**src/core/fsd_pkg.sv**
```systemverilog
// Constants, types and helpers for the flash security status decoder
//
// Notes on behaviour
// - Read-only byte at index 2h; writes ignored.
// - Byte loaded from security byte during reset.
// - Backdoor key access only for pattern 10.
// - Mass erase disabled only for pattern 10.
// - Mass erase field ignored while unsecure.
// - Factory access granted for 00 and 11.
// - Secure plus denied blocks factory flash reads.
// - Factory field ignored while unsecure.
// - Security pattern 10 unsecure, others secure.
// - Backdoor unlock forces security field to 10.
// - Secure state restricts flash resource access.
package fsd_pkg;

    localparam int FSD_AW = 12;

    // Register indices; byte address is four times the index
    localparam int FSD_SEC_IDX = 2;
    localparam int FSD_CTRL_IDX = 3;
    localparam int FSD_STAT_IDX = 4;
    localparam logic [FSD_AW-1:0] FSD_SEC_ADDR = FSD_AW'(FSD_SEC_IDX * 4);
    localparam logic [FSD_AW-1:0] FSD_CTRL_ADDR = FSD_AW'(FSD_CTRL_IDX * 4);
    localparam logic [FSD_AW-1:0] FSD_STAT_ADDR = FSD_AW'(FSD_STAT_IDX * 4);

    // Field low bit positions inside the security byte
    localparam int FSD_KEY_LSB = 6;
    localparam int FSD_ME_LSB = 4;
    localparam int FSD_FA_LSB = 2;
    localparam int FSD_SEC_LSB = 0;

    localparam logic [1:0] FSD_KEY_ON = 2'h2;
    localparam logic [1:0] FSD_ME_OFF = 2'h2;
    localparam logic [1:0] FSD_FA_DENY_A = 2'h1;
    localparam logic [1:0] FSD_FA_DENY_B = 2'h2;
    localparam logic [1:0] FSD_SEC_UNSEC = 2'h2;

    // Value held before the first load: secure, everything denied
    localparam logic [7:0] FSD_SEC_RST = 8'h00;

    localparam int FSD_CTRL_RELOAD = 0;
    localparam int FSD_ST_DONE = 0;
    localparam int FSD_ST_SECURE = 1;
    localparam int FSD_ST_KEY = 2;
    localparam int FSD_ST_ME = 3;
    localparam int FSD_ST_FA = 4;

    typedef enum logic [1:0] {
        FSD_LD_IDLE = 2'b00,
        FSD_LD_REQ = 2'b01,
        FSD_LD_READY = 2'b10
    } fsd_load_t;

    typedef struct packed {
        logic backdoor_en;
        logic mass_erase_en;
        logic factory_read_en;
        logic secure;
        logic restrict_access;
    } fsd_qual_t;

    function automatic logic [1:0] fsd_field(input logic [7:0] b, input int lsb);
        fsd_field = b[lsb+:2];
    endfunction

endpackage

```
**src/core/fsd_field_decode.sv**
```systemverilog
// Combinational decode of the security byte into access qualifiers
module fsd_field_decode
    import fsd_pkg::*;
(
    input wire logic [7:0] sec_byte_i,
    input wire logic valid_i,
    input wire logic normal_mode_i,
    output fsd_qual_t qual_o
);

    logic secure;
    logic fa_granted;
    logic me_field_off;

    always_comb begin
        // Until loaded, the byte is untrusted: treat the part as secure
        secure = !valid_i || (fsd_field(sec_byte_i, FSD_SEC_LSB) != FSD_SEC_UNSEC);
        fa_granted = (fsd_field(sec_byte_i, FSD_FA_LSB) != FSD_FA_DENY_A)
            && (fsd_field(sec_byte_i, FSD_FA_LSB) != FSD_FA_DENY_B);
        me_field_off = fsd_field(sec_byte_i, FSD_ME_LSB) == FSD_ME_OFF;
        qual_o.secure = secure;
        qual_o.backdoor_en = valid_i && (fsd_field(sec_byte_i, FSD_KEY_LSB) == FSD_KEY_ON);
        // Field only counts while secure outside normal mode
        qual_o.mass_erase_en = valid_i && !(secure && !normal_mode_i && me_field_off);
        // Unsecure overrides the factory field
        qual_o.factory_read_en = valid_i && (!secure || fa_granted);
        qual_o.restrict_access = secure;
    end

endmodule

```
**src/core/fsd_security_status.sv**
```systemverilog
// Flash security status register with APB access and reset-time load
module fsd_security_status
    import fsd_pkg::*;
(
    input wire logic CLOCK_I,
    input wire logic RESET_I,
    input wire logic PSEL_I,
    input wire logic PENABLE_I,
    input wire logic PWRITE_I,
    input wire logic [FSD_AW-1:0] PADDR_I,
    input wire logic [31:0] PWDATA_I,
    input wire logic [3:0] PSTRB_I,
    output logic [31:0] PRDATA_O,
    output logic PREADY_O,
    output logic PSLVERR_O,
    output logic NVM_REQ_O,
    input wire logic NVM_VALID_I,
    input wire logic [7:0] NVM_BYTE_I,
    input wire logic BACKDOOR_UNLOCK_I,
    input wire logic ERASE_ALL_DONE_I,
    input wire logic NORMAL_MODE_I,
    output logic SEC_VALID_O,
    output fsd_qual_t QUAL_O
);

    ////////////////////////////////////////////////////////////////////////////
    // Load sequencer and security byte

    fsd_load_t state_reg;
    fsd_load_t state_next;
    logic [7:0] sec_reg;
    logic [7:0] sec_next;
    logic reload_req;
    logic valid;

    assign valid = (state_reg == FSD_LD_READY);

    always_comb begin
        state_next = state_reg;
        sec_next = sec_reg;
        case (state_reg)
            FSD_LD_IDLE: begin
                state_next = FSD_LD_REQ;
            end
            FSD_LD_REQ: begin
                if (NVM_VALID_I) begin
                    sec_next = NVM_BYTE_I;
                    state_next = FSD_LD_READY;
                end
            end
            FSD_LD_READY: begin
                // Reload takes the byte fresh; a pending unlock is dropped
                if (reload_req) begin
                    state_next = FSD_LD_REQ;
                end else if (BACKDOOR_UNLOCK_I || ERASE_ALL_DONE_I) begin
                    sec_next[FSD_SEC_LSB+:2] = FSD_SEC_UNSEC;
                end
            end
            default: begin
                state_next = FSD_LD_IDLE;
            end
        endcase
    end

    always_ff @(posedge CLOCK_I) begin
        if (RESET_I) begin
            state_reg <= FSD_LD_IDLE;
            sec_reg <= FSD_SEC_RST;
        end else begin
            state_reg <= state_next;
            sec_reg <= sec_next;
        end
    end

    ////////////////////////////////////////////////////////////////////////////
    // Field decode

    fsd_qual_t qual;

    fsd_field_decode u_decode (
        .sec_byte_i(sec_reg),
        .valid_i(valid),
        .normal_mode_i(NORMAL_MODE_I),
        .qual_o(qual)
    );

    assign QUAL_O = qual;
    assign SEC_VALID_O = valid;
    assign NVM_REQ_O = (state_reg == FSD_LD_REQ);

    ////////////////////////////////////////////////////////////////////////////
    // APB slave, one wait state so read data comes from a flop

    logic pready_reg;
    logic pready_next;
    logic pslverr_reg;
    logic pslverr_next;
    logic [31:0] prdata_reg;
    logic [31:0] prdata_next;
    logic access_first;
    logic done;
    logic mapped;
    logic [7:0] stat_byte;

    assign access_first = PSEL_I && PENABLE_I && !pready_reg;
    assign done = PSEL_I && PENABLE_I && pready_reg;
    assign mapped = (PADDR_I == FSD_SEC_ADDR) || (PADDR_I == FSD_CTRL_ADDR)
        || (PADDR_I == FSD_STAT_ADDR);
    // Low lane carries the control byte; upper lanes are ignored
    assign reload_req = done && PWRITE_I && (PADDR_I == FSD_CTRL_ADDR)
        && PSTRB_I[0] && PWDATA_I[FSD_CTRL_RELOAD];

    always_comb begin
        stat_byte = 8'h00;
        stat_byte[FSD_ST_DONE] = valid;
        stat_byte[FSD_ST_SECURE] = qual.secure;
        stat_byte[FSD_ST_KEY] = qual.backdoor_en;
        stat_byte[FSD_ST_ME] = qual.mass_erase_en;
        stat_byte[FSD_ST_FA] = qual.factory_read_en;
    end

    always_comb begin
        pready_next = access_first;
        pslverr_next = 1'b0;
        prdata_next = prdata_reg;
        if (access_first) begin
            pslverr_next = !mapped;
            prdata_next = 32'h0000_0000;
            if (!PWRITE_I) begin
                case (PADDR_I)
                    FSD_SEC_ADDR: begin
                        prdata_next = {24'h00_0000, sec_reg};
                    end
                    FSD_STAT_ADDR: begin
                        prdata_next = {24'h00_0000, stat_byte};
                    end
                    default: begin
                        prdata_next = 32'h0000_0000;
                    end
                endcase
            end
        end
    end

    always_ff @(posedge CLOCK_I) begin
        if (RESET_I) begin
            pready_reg <= 1'b0;
            pslverr_reg <= 1'b0;
            prdata_reg <= 32'h0000_0000;
        end else begin
            pready_reg <= pready_next;
            pslverr_reg <= pslverr_next;
            prdata_reg <= prdata_next;
        end
    end

    assign PREADY_O = pready_reg;
    assign PSLVERR_O = pslverr_reg;
    assign PRDATA_O = prdata_reg;

    ////////////////////////////////////////////////////////////////////////////
    // Assertions

    a_write_ignored: assert property (@(posedge CLOCK_I) disable iff (RESET_I)
        (done && PWRITE_I && PADDR_I == FSD_SEC_ADDR && valid
            && !BACKDOOR_UNLOCK_I && !ERASE_ALL_DONE_I)
        |=> (sec_reg == $past(sec_reg)) && valid)
        else $error("write changed the security byte");

    a_read_sec_data: assert property (@(posedge CLOCK_I) disable iff (RESET_I)
        (access_first && !PWRITE_I && PADDR_I == FSD_SEC_ADDR)
        |=> PREADY_O && !PSLVERR_O && PRDATA_O == {24'h00_0000, $past(sec_reg)})
        else $error("security byte read returned wrong data");

    a_write_no_data: assert property (@(posedge CLOCK_I) disable iff (RESET_I)
        (access_first && PWRITE_I) |=> PRDATA_O == 32'h0000_0000)
        else $error("write returned read data");

    a_mapped_no_err: assert property (@(posedge CLOCK_I) disable iff (RESET_I)
        (access_first && mapped) |=> PREADY_O && !PSLVERR_O)
        else $error("mapped access flagged as error");

    ////////////////////////////////////////////////////////////////////////////
    // Assertions on reset, load and unlock

    // Left without disable so that it can watch reset itself
    a_reset_state: assert property (@(posedge CLOCK_I)
        RESET_I |=> !SEC_VALID_O && !NVM_REQ_O && !PREADY_O && !PSLVERR_O
            && PRDATA_O == 32'h0000_0000 && QUAL_O.secure)
        else $error("outputs not at reset values");

    a_req_after_reset: assert property (@(posedge CLOCK_I) disable iff (RESET_I)
        $fell(RESET_I) |=> NVM_REQ_O && !SEC_VALID_O)
        else $error("no NVM request after reset");

    a_req_until_valid: assert property (@(posedge CLOCK_I) disable iff (RESET_I)
        (NVM_REQ_O && !NVM_VALID_I) |=> NVM_REQ_O && !SEC_VALID_O)
        else $error("NVM request dropped without a byte");

    a_load_capture: assert property (@(posedge CLOCK_I) disable iff (RESET_I)
        (state_reg == FSD_LD_REQ && NVM_VALID_I)
        |=> SEC_VALID_O && !NVM_REQ_O && sec_reg == $past(NVM_BYTE_I))
        else $error("security byte not captured from NVM");

    // A reload must win over an unlock in the same cycle
    a_reload_wins: assert property (@(posedge CLOCK_I) disable iff (RESET_I)
        (reload_req && valid)
        |=> !SEC_VALID_O && NVM_REQ_O && sec_reg == $past(sec_reg))
        else $error("reload did not restart the load");

    a_hold_loaded: assert property (@(posedge CLOCK_I) disable iff (RESET_I)
        (valid && !BACKDOOR_UNLOCK_I && !ERASE_ALL_DONE_I)
        |=> sec_reg == $past(sec_reg))
        else $error("security byte moved without cause");

    a_unlock_forces: assert property (@(posedge CLOCK_I) disable iff (RESET_I)
        (valid && BACKDOOR_UNLOCK_I && !reload_req)
        |=> sec_reg[FSD_SEC_LSB+:2] == FSD_SEC_UNSEC && !QUAL_O.secure
            && sec_reg[7:2] == $past(sec_reg[7:2]))
        else $error("unlock did not report unsecure");

    a_erase_forces: assert property (@(posedge CLOCK_I) disable iff (RESET_I)
        (valid && ERASE_ALL_DONE_I && !reload_req)
        |=> sec_reg[FSD_SEC_LSB+:2] == FSD_SEC_UNSEC && QUAL_O.factory_read_en
            && sec_reg[7:2] == $past(sec_reg[7:2]))
        else $error("erase-all did not report unsecure");

    ////////////////////////////////////////////////////////////////////////////
    // Assertions on the field decode

    a_key_decode: assert property (@(posedge CLOCK_I) disable iff (RESET_I)
        valid |-> QUAL_O.backdoor_en == (sec_reg[7:6] == 2'h2))
        else $error("backdoor enable decode wrong");

    a_secure_decode: assert property (@(posedge CLOCK_I) disable iff (RESET_I)
        QUAL_O.secure == (!SEC_VALID_O || sec_reg[1:0] != 2'h2))
        else $error("secure decode wrong");

    a_restrict_secure: assert property (@(posedge CLOCK_I) disable iff (RESET_I)
        QUAL_O.restrict_access == QUAL_O.secure)
        else $error("restriction differs from secure state");

    a_mass_erase: assert property (@(posedge CLOCK_I) disable iff (RESET_I)
        valid |-> QUAL_O.mass_erase_en
            == (sec_reg[1:0] == 2'h2 || NORMAL_MODE_I || sec_reg[5:4] != 2'h2))
        else $error("mass erase decode wrong");

    a_me_unsecure: assert property (@(posedge CLOCK_I) disable iff (RESET_I)
        (valid && sec_reg[1:0] == 2'h2) |-> QUAL_O.mass_erase_en)
        else $error("mass erase field applied while unsecure");

    a_factory_gate: assert property (@(posedge CLOCK_I) disable iff (RESET_I)
        valid |-> QUAL_O.factory_read_en
            == (sec_reg[1:0] == 2'h2 || sec_reg[3:2] == 2'h0 || sec_reg[3:2] == 2'h3))
        else $error("factory access decode wrong");

    a_fa_unsecure: assert property (@(posedge CLOCK_I) disable iff (RESET_I)
        (valid && sec_reg[1:0] == 2'h2)
        |-> QUAL_O.factory_read_en && !QUAL_O.restrict_access)
        else $error("factory field applied while unsecure");

    a_quiet_unloaded: assert property (@(posedge CLOCK_I) disable iff (RESET_I)
        !SEC_VALID_O |-> !QUAL_O.backdoor_en && !QUAL_O.factory_read_en
            && QUAL_O.restrict_access)
        else $error("qualifiers active before load");

    // Mode input is compared over the same edge as the qualifiers it feeds
    a_stable_qual: assert property (@(posedge CLOCK_I) disable iff (RESET_I)
        (valid && !BACKDOOR_UNLOCK_I && !ERASE_ALL_DONE_I && !reload_req)
            ##1 $stable(NORMAL_MODE_I)
        |-> $stable(QUAL_O))
        else $error("qualifiers moved without cause");

    a_status_read: assert property (@(posedge CLOCK_I) disable iff (RESET_I)
        (access_first && !PWRITE_I && PADDR_I == FSD_STAT_ADDR)
        |=> PRDATA_O == {27'h0, $past(QUAL_O.factory_read_en), $past(QUAL_O.mass_erase_en),
            $past(QUAL_O.backdoor_en), $past(QUAL_O.secure), $past(SEC_VALID_O)})
        else $error("status read returned wrong data");

    ////////////////////////////////////////////////////////////////////////////
    // Assertions on the bus handshake

    a_one_wait: assert property (@(posedge CLOCK_I) disable iff (RESET_I)
        access_first |=> PREADY_O ##1 !PREADY_O)
        else $error("APB answer not after one wait state");

    a_ready_pulse: assert property (@(posedge CLOCK_I) disable iff (RESET_I)
        PREADY_O |=> !PREADY_O)
        else $error("ready held longer than one cycle");

    a_err_with_ready: assert property (@(posedge CLOCK_I) disable iff (RESET_I)
        PSLVERR_O |-> PREADY_O)
        else $error("error shown without ready");

    a_ctrl_reads_zero: assert property (@(posedge CLOCK_I) disable iff (RESET_I)
        (access_first && !PWRITE_I && PADDR_I == FSD_CTRL_ADDR)
        |=> PRDATA_O == 32'h0000_0000)
        else $error("control register read not zero");

    a_unmapped_err: assert property (@(posedge CLOCK_I) disable iff (RESET_I)
        (access_first && !mapped) |=> PSLVERR_O && PRDATA_O == 32'h0000_0000)
        else $error("unmapped access not flagged");

endmodule

```
**config.mk**
```make
export PLATFORM = sky130hd
export DESIGN_NAME = fsd_security_status
export DESIGN_NICKNAME = d
export VERILOG_FILES = /design/src/core/fsd_pkg.sv /design/src/core/fsd_field_decode.sv /design/src/core/fsd_security_status.sv
export SDC_FILE = /design/constraint.sdc
export NUM_CORES = 1
export LEC_CHECK = 0
export BUFFER_PORTS_ARGS = -buffer_cell sky130_fd_sc_hd__clkbuf_2
export CORE_MARGIN = 2
export CORE_UTILIZATION = 39
export DETAILED_ROUTE_END_ITERATION = 8
export HOLD_SLACK_MARGIN = 0.1
export PLACE_DENSITY = 0.85
export SLEW_MARGIN = 20
export SYNTH_ARGS = -nofsm -noshare
export SYNTH_HDL_FRONTEND = slang
export SYNTH_SLANG_ARGS = --single-unit
```
**constraint.sdc**
```tcl
create_clock -name CLOCK_I -period 2.85 [get_ports CLOCK_I]
set_input_delay 0.57 -clock CLOCK_I [delete_from_list [all_inputs] [get_ports CLOCK_I]]
set_output_delay 0.57 -clock CLOCK_I [all_outputs]
set_load 0.02 [all_outputs]
```
# Word-level counts from Yosys, hierarchy flattened
# Index checks and enable logic that the tools add are counted.
[word_totals]
regBits = 44
inputBits = 65
out_inout_bits = 41
elab_cells = 60
[op_classes]
n_eq_ne = 14
muxes = 9
n_bitwise = 1
n_reduce_logical = 30
[op_table]
columns = ["operator", "count"]
rows = [
  ["12-bit by 4-bit == test with 1-bit output, second input constant", 2],
  ["8-bit case mux with 2 select lines", 1],
  ["1-bit logical AND", 13],
  ["12-bit by 5-bit == test with 1-bit output, second input constant", 1],
  ["2-bit two-way mux", 5],
  ["2-bit inequality test, second input constant", 5],
  ["8-bit two-way mux", 1],
  ["2-bit == test, second input constant", 3],
  ["1-bit zero test", 6],
  ["2-bit case mux with 3 select lines", 1],
  ["1-bit logical OR", 5],
  ["2-bit by 1-bit inequality test with 1-bit output, second input constant", 2],
  ["2-bit case mux with 2 select lines", 1],
  ["2-bit AND reduction", 2],
  ["4-bit AND reduction", 1],
  ["2-bit by 1-bit == test with 1-bit output, second input constant", 1],
  ["2-bit zero test", 1],
  ["2-bit nonzero test", 1],
  ["2-bit OR reduction", 1],
  ["1-bit NOT", 1],
]

# Longest topological paths before layout
[logic_depth]
depth_word = 9
ltp_mapped = 5
depth_no_buf = 5

# Hierarchy
# Synthesis repeated with hierarchy kept, for this count alone.
[hier_totals]
cells_unflattened = 135
area_unflattened_um2 = 1132.3
[by_module_without_submodules]
columns = ["module", "instances", "cells_each", "area_each_um2", "seq_area_each_um2"]
rows = [
  ["fsd_security_status", 1, 125, 1062.3, 400.4],
  ["fsd_field_decode", 1, 10, 70.1, 0.0],
]

# Worst setup path after synthesis
# Ideal clock, no wire load.
[synth_path]
kind = "reg2out"
from = "register state_reg[0]"
to = "output port QUAL_O[4] (netlist bit)"
arrival_ns = 1.114
required_time_ns = 2.280
setup_slack_ns = 1.166
path_stages_with_launch = 3
n_path_buf = 0
cell_sequence = "dfxtp_1 nand2b_1 nor3b_1"
[synth_lines]
columns = ["item", "line", "source"]
rows = [
  ["from (decl)", "fsd_security_status.sv:29", "fsd_load_t state_reg;"],
  ["from (signal assigned)", "fsd_security_status.sv:70", "state_reg <= state_next;"],
  ["to (decl)", "fsd_security_status.sv:23", "output fsd_qual_t QUAL_O"],
]

==> results.txt <==
Clock Latency Late Sink: 0.31 ns
reg2reg start: PREADY_O
Layout area overhead: 17.71%
dpl hpwl: 1937 um
Worst Hold Class: flop to flop
synthesized instance count: 137
root buffer cell: clkbuf_4
Setup Fix Bufs, Post-CTS: 0
residual DRC count: 0
part of the cycle the worst path needs: 0.7147
Vias: 999
clk sinks: 20
routed wire length: 2366 um
Initial Utilization: 0.4067
vias in the first global route: 887
post-synthesis register bit count: 20
share of cells above drive strength 1: 0.3077
final setup TNS: 0 ns
Mapped Avg Cell Area: 8.046 sq um
Worst Slack Setup Final: 0.8132 ns
Fin. Hold Viols: 0
commonest non-fill, non-tap cell in the layout: clkbuf_2
DP Worst Slack: 1.082 ns
Synth Flop Type: dfxtp_1
status: finished clean
pin count of the biggest net entering global routing: 15
Distinct cells, synth: 34
fraction of registers with async set/reset: 0
last weighted congestion value of the routability-driven placer: 0.7992
Final nets: 248
cts bufs inserted: 3
grt total ovfl: 0
final setup skew: 0.003763 ns
Die ar.: 0.003268 sq mm
CTS max path bufs: 2
Die X: 57.17 um
Slew HR: 0.5328
crit path from: state_reg[1]
crit start category: flop
Critical Path RT: 2.28 ns
Post-DRT Antenna Nets: 0
router iterations before antenna repair: 4
H-tree levels: 1
CTS tree: done
Vias/cell: 4.690
Max Fclk: 0.4910 GHz
PostCTS Resize Cnt: 0
core box area: 0.002710 sq mm
initial antenna violation count: 0
WS Path Type: flop to output port
die height: 57.17 um
Hold Startpoint: PRDATA_O[6]
sequential fraction of the synthesis area: 0.3632
Static Leak: 0.6190 nW
minimum clock period: 2.037 ns
IO Pins: 106
worst path arrival time: 1.47 ns
Cell Area, Placed: 0.001245 sq mm
maximum fanout along the worst path: 6
Setup crit end kind: output port
synthesized cell area: 0.001102 sq mm
Synth area leaders: dfxtp_1 36%, buf_4 18%, nand2_1 6.5%
# hold bufs at CTS: 0
fin. max-slew vios: 0
endpoints failing setup: 0
ANT cells: 0
total track usage: 0.1473
most frequent cells in the layout: 47 x clkbuf_2, 24 x conb_1, 20 x dfxtp_1
first-pass GRT wire length: 3836 um
Post-synth EDFFs: 0
PD cells: 494.6 mW/mm^2
Slew @ Worst Pin: 0.6955 ns
CP cell instances: nand2b_1 > nor3b_1 > clkbuf_2
Total Power: 0.6417 mW
slowest cell on the critical path: dfxtp_1
maximum capacitance violations: 0
internal reg-to-reg setup slack: 1.53 ns
RSZ-0062 raised after global routing: no
Synth top area share: 0.3632
crit-path max cell delay: 0.42 ns
post-synth top area cell: dfxtp_1
Core Rows: 19
IO Port Bufs: 47
Yosys Warn Count: 0
fin util: 0.4788
Worst-path clk slew: 0.12 ns
drt wl/cell: 11.11 um
post-route cell area: 0.001297 sq mm
Peak supply drop: 282.9 uV
initial DRC count: 25
per-layer routing:
layer | up-vias | wire, um | global-route usage
met1 | 446 | 1036 | 0.1871
li1 | 514 | - | -
met5 | - | 0 | 0
met3 | 2 | 153 | 0.03628
met4 | 0 | 21 | 0.05980
met2 | 37 | 1154 | 0.2397
final timing paths:
check | cells past startpoint | endpoint
setup / recovery | 3 | QUAL_O[4]
hold / removal | 2 | PRDATA_O[6]
setup reg to reg | 4 | sec_reg[0]
hold reg to reg | 2 | PRDATA_O[6]
critical path: cells and delay by family (launching register included):
kind / cells / cell delay [ns]
buffers and inverters: 1 / 0.23
flip-flops: 1 / 0.42
AND/OR/NAND/NOR: 2 / 0.50
layout make-up:
class / instances / area, sq um
Timing Repair Buffer: 47 / 235.2
Multi-Input combinational cell: 108 / 559.3
Clock buffer: 3 / 22.52
Clock inverter: 1 / 30.03
Inverter: 3 / 11.26
Fill cell: 313 / 1413
Tap cell: 31 / 38.79
Sequential cell: 20 / 400.4
Yosys cell counts (2+ instances only):
cell type	number
nor3_1	5
nand4_1	3
buf_4	26
dfxtp_1	20
nand2b_1	2
and3_1	2
o21ai_0	3
inv_1	3
nand2_1	19
a22oi_1	4
nand3_1	3
nor2_1	10
o2bb2ai_1	4
a21oi_1	13
metrics by stage:
stage	hold WS [ns]	std cells
after detailed placement	0.4462	209
after floorplan	0.4449	160
after global placement	0.4415	209
after global routing	0.4612	213
after CTS	0.4589	213
final	0.4611	213
report_power, final:
| part | total [mW] | internal, mW | switching [mW] | leakage (nW) |
|---|---|---|---|---|
| sequential | 0.298 | 0.289 | 0.00907 | 0.163 |
| combinational | 0.105 | 0.0342 | 0.0709 | 0.428 |
| clock | 0.238 | 0.142 | 0.0960 | 0.0279 |
| total | 0.642 | 0.466 | 0.176 | 0.619 |
logic make-up (layout without fill, tap and decap cells):
group,Yosys count,after routing,synth area share
AND/OR/NAND/NOR,52,52,0.2361
buffers and inverters,32,54,0.2077
AO/OA/AOI/OAI,31,31,0.1816
flip-flops,20,20,0.3632
other,1,24,0.003402
XOR/XNOR,1,1,0.007947
Note: power is estimated with default switching activity, not from simulation.
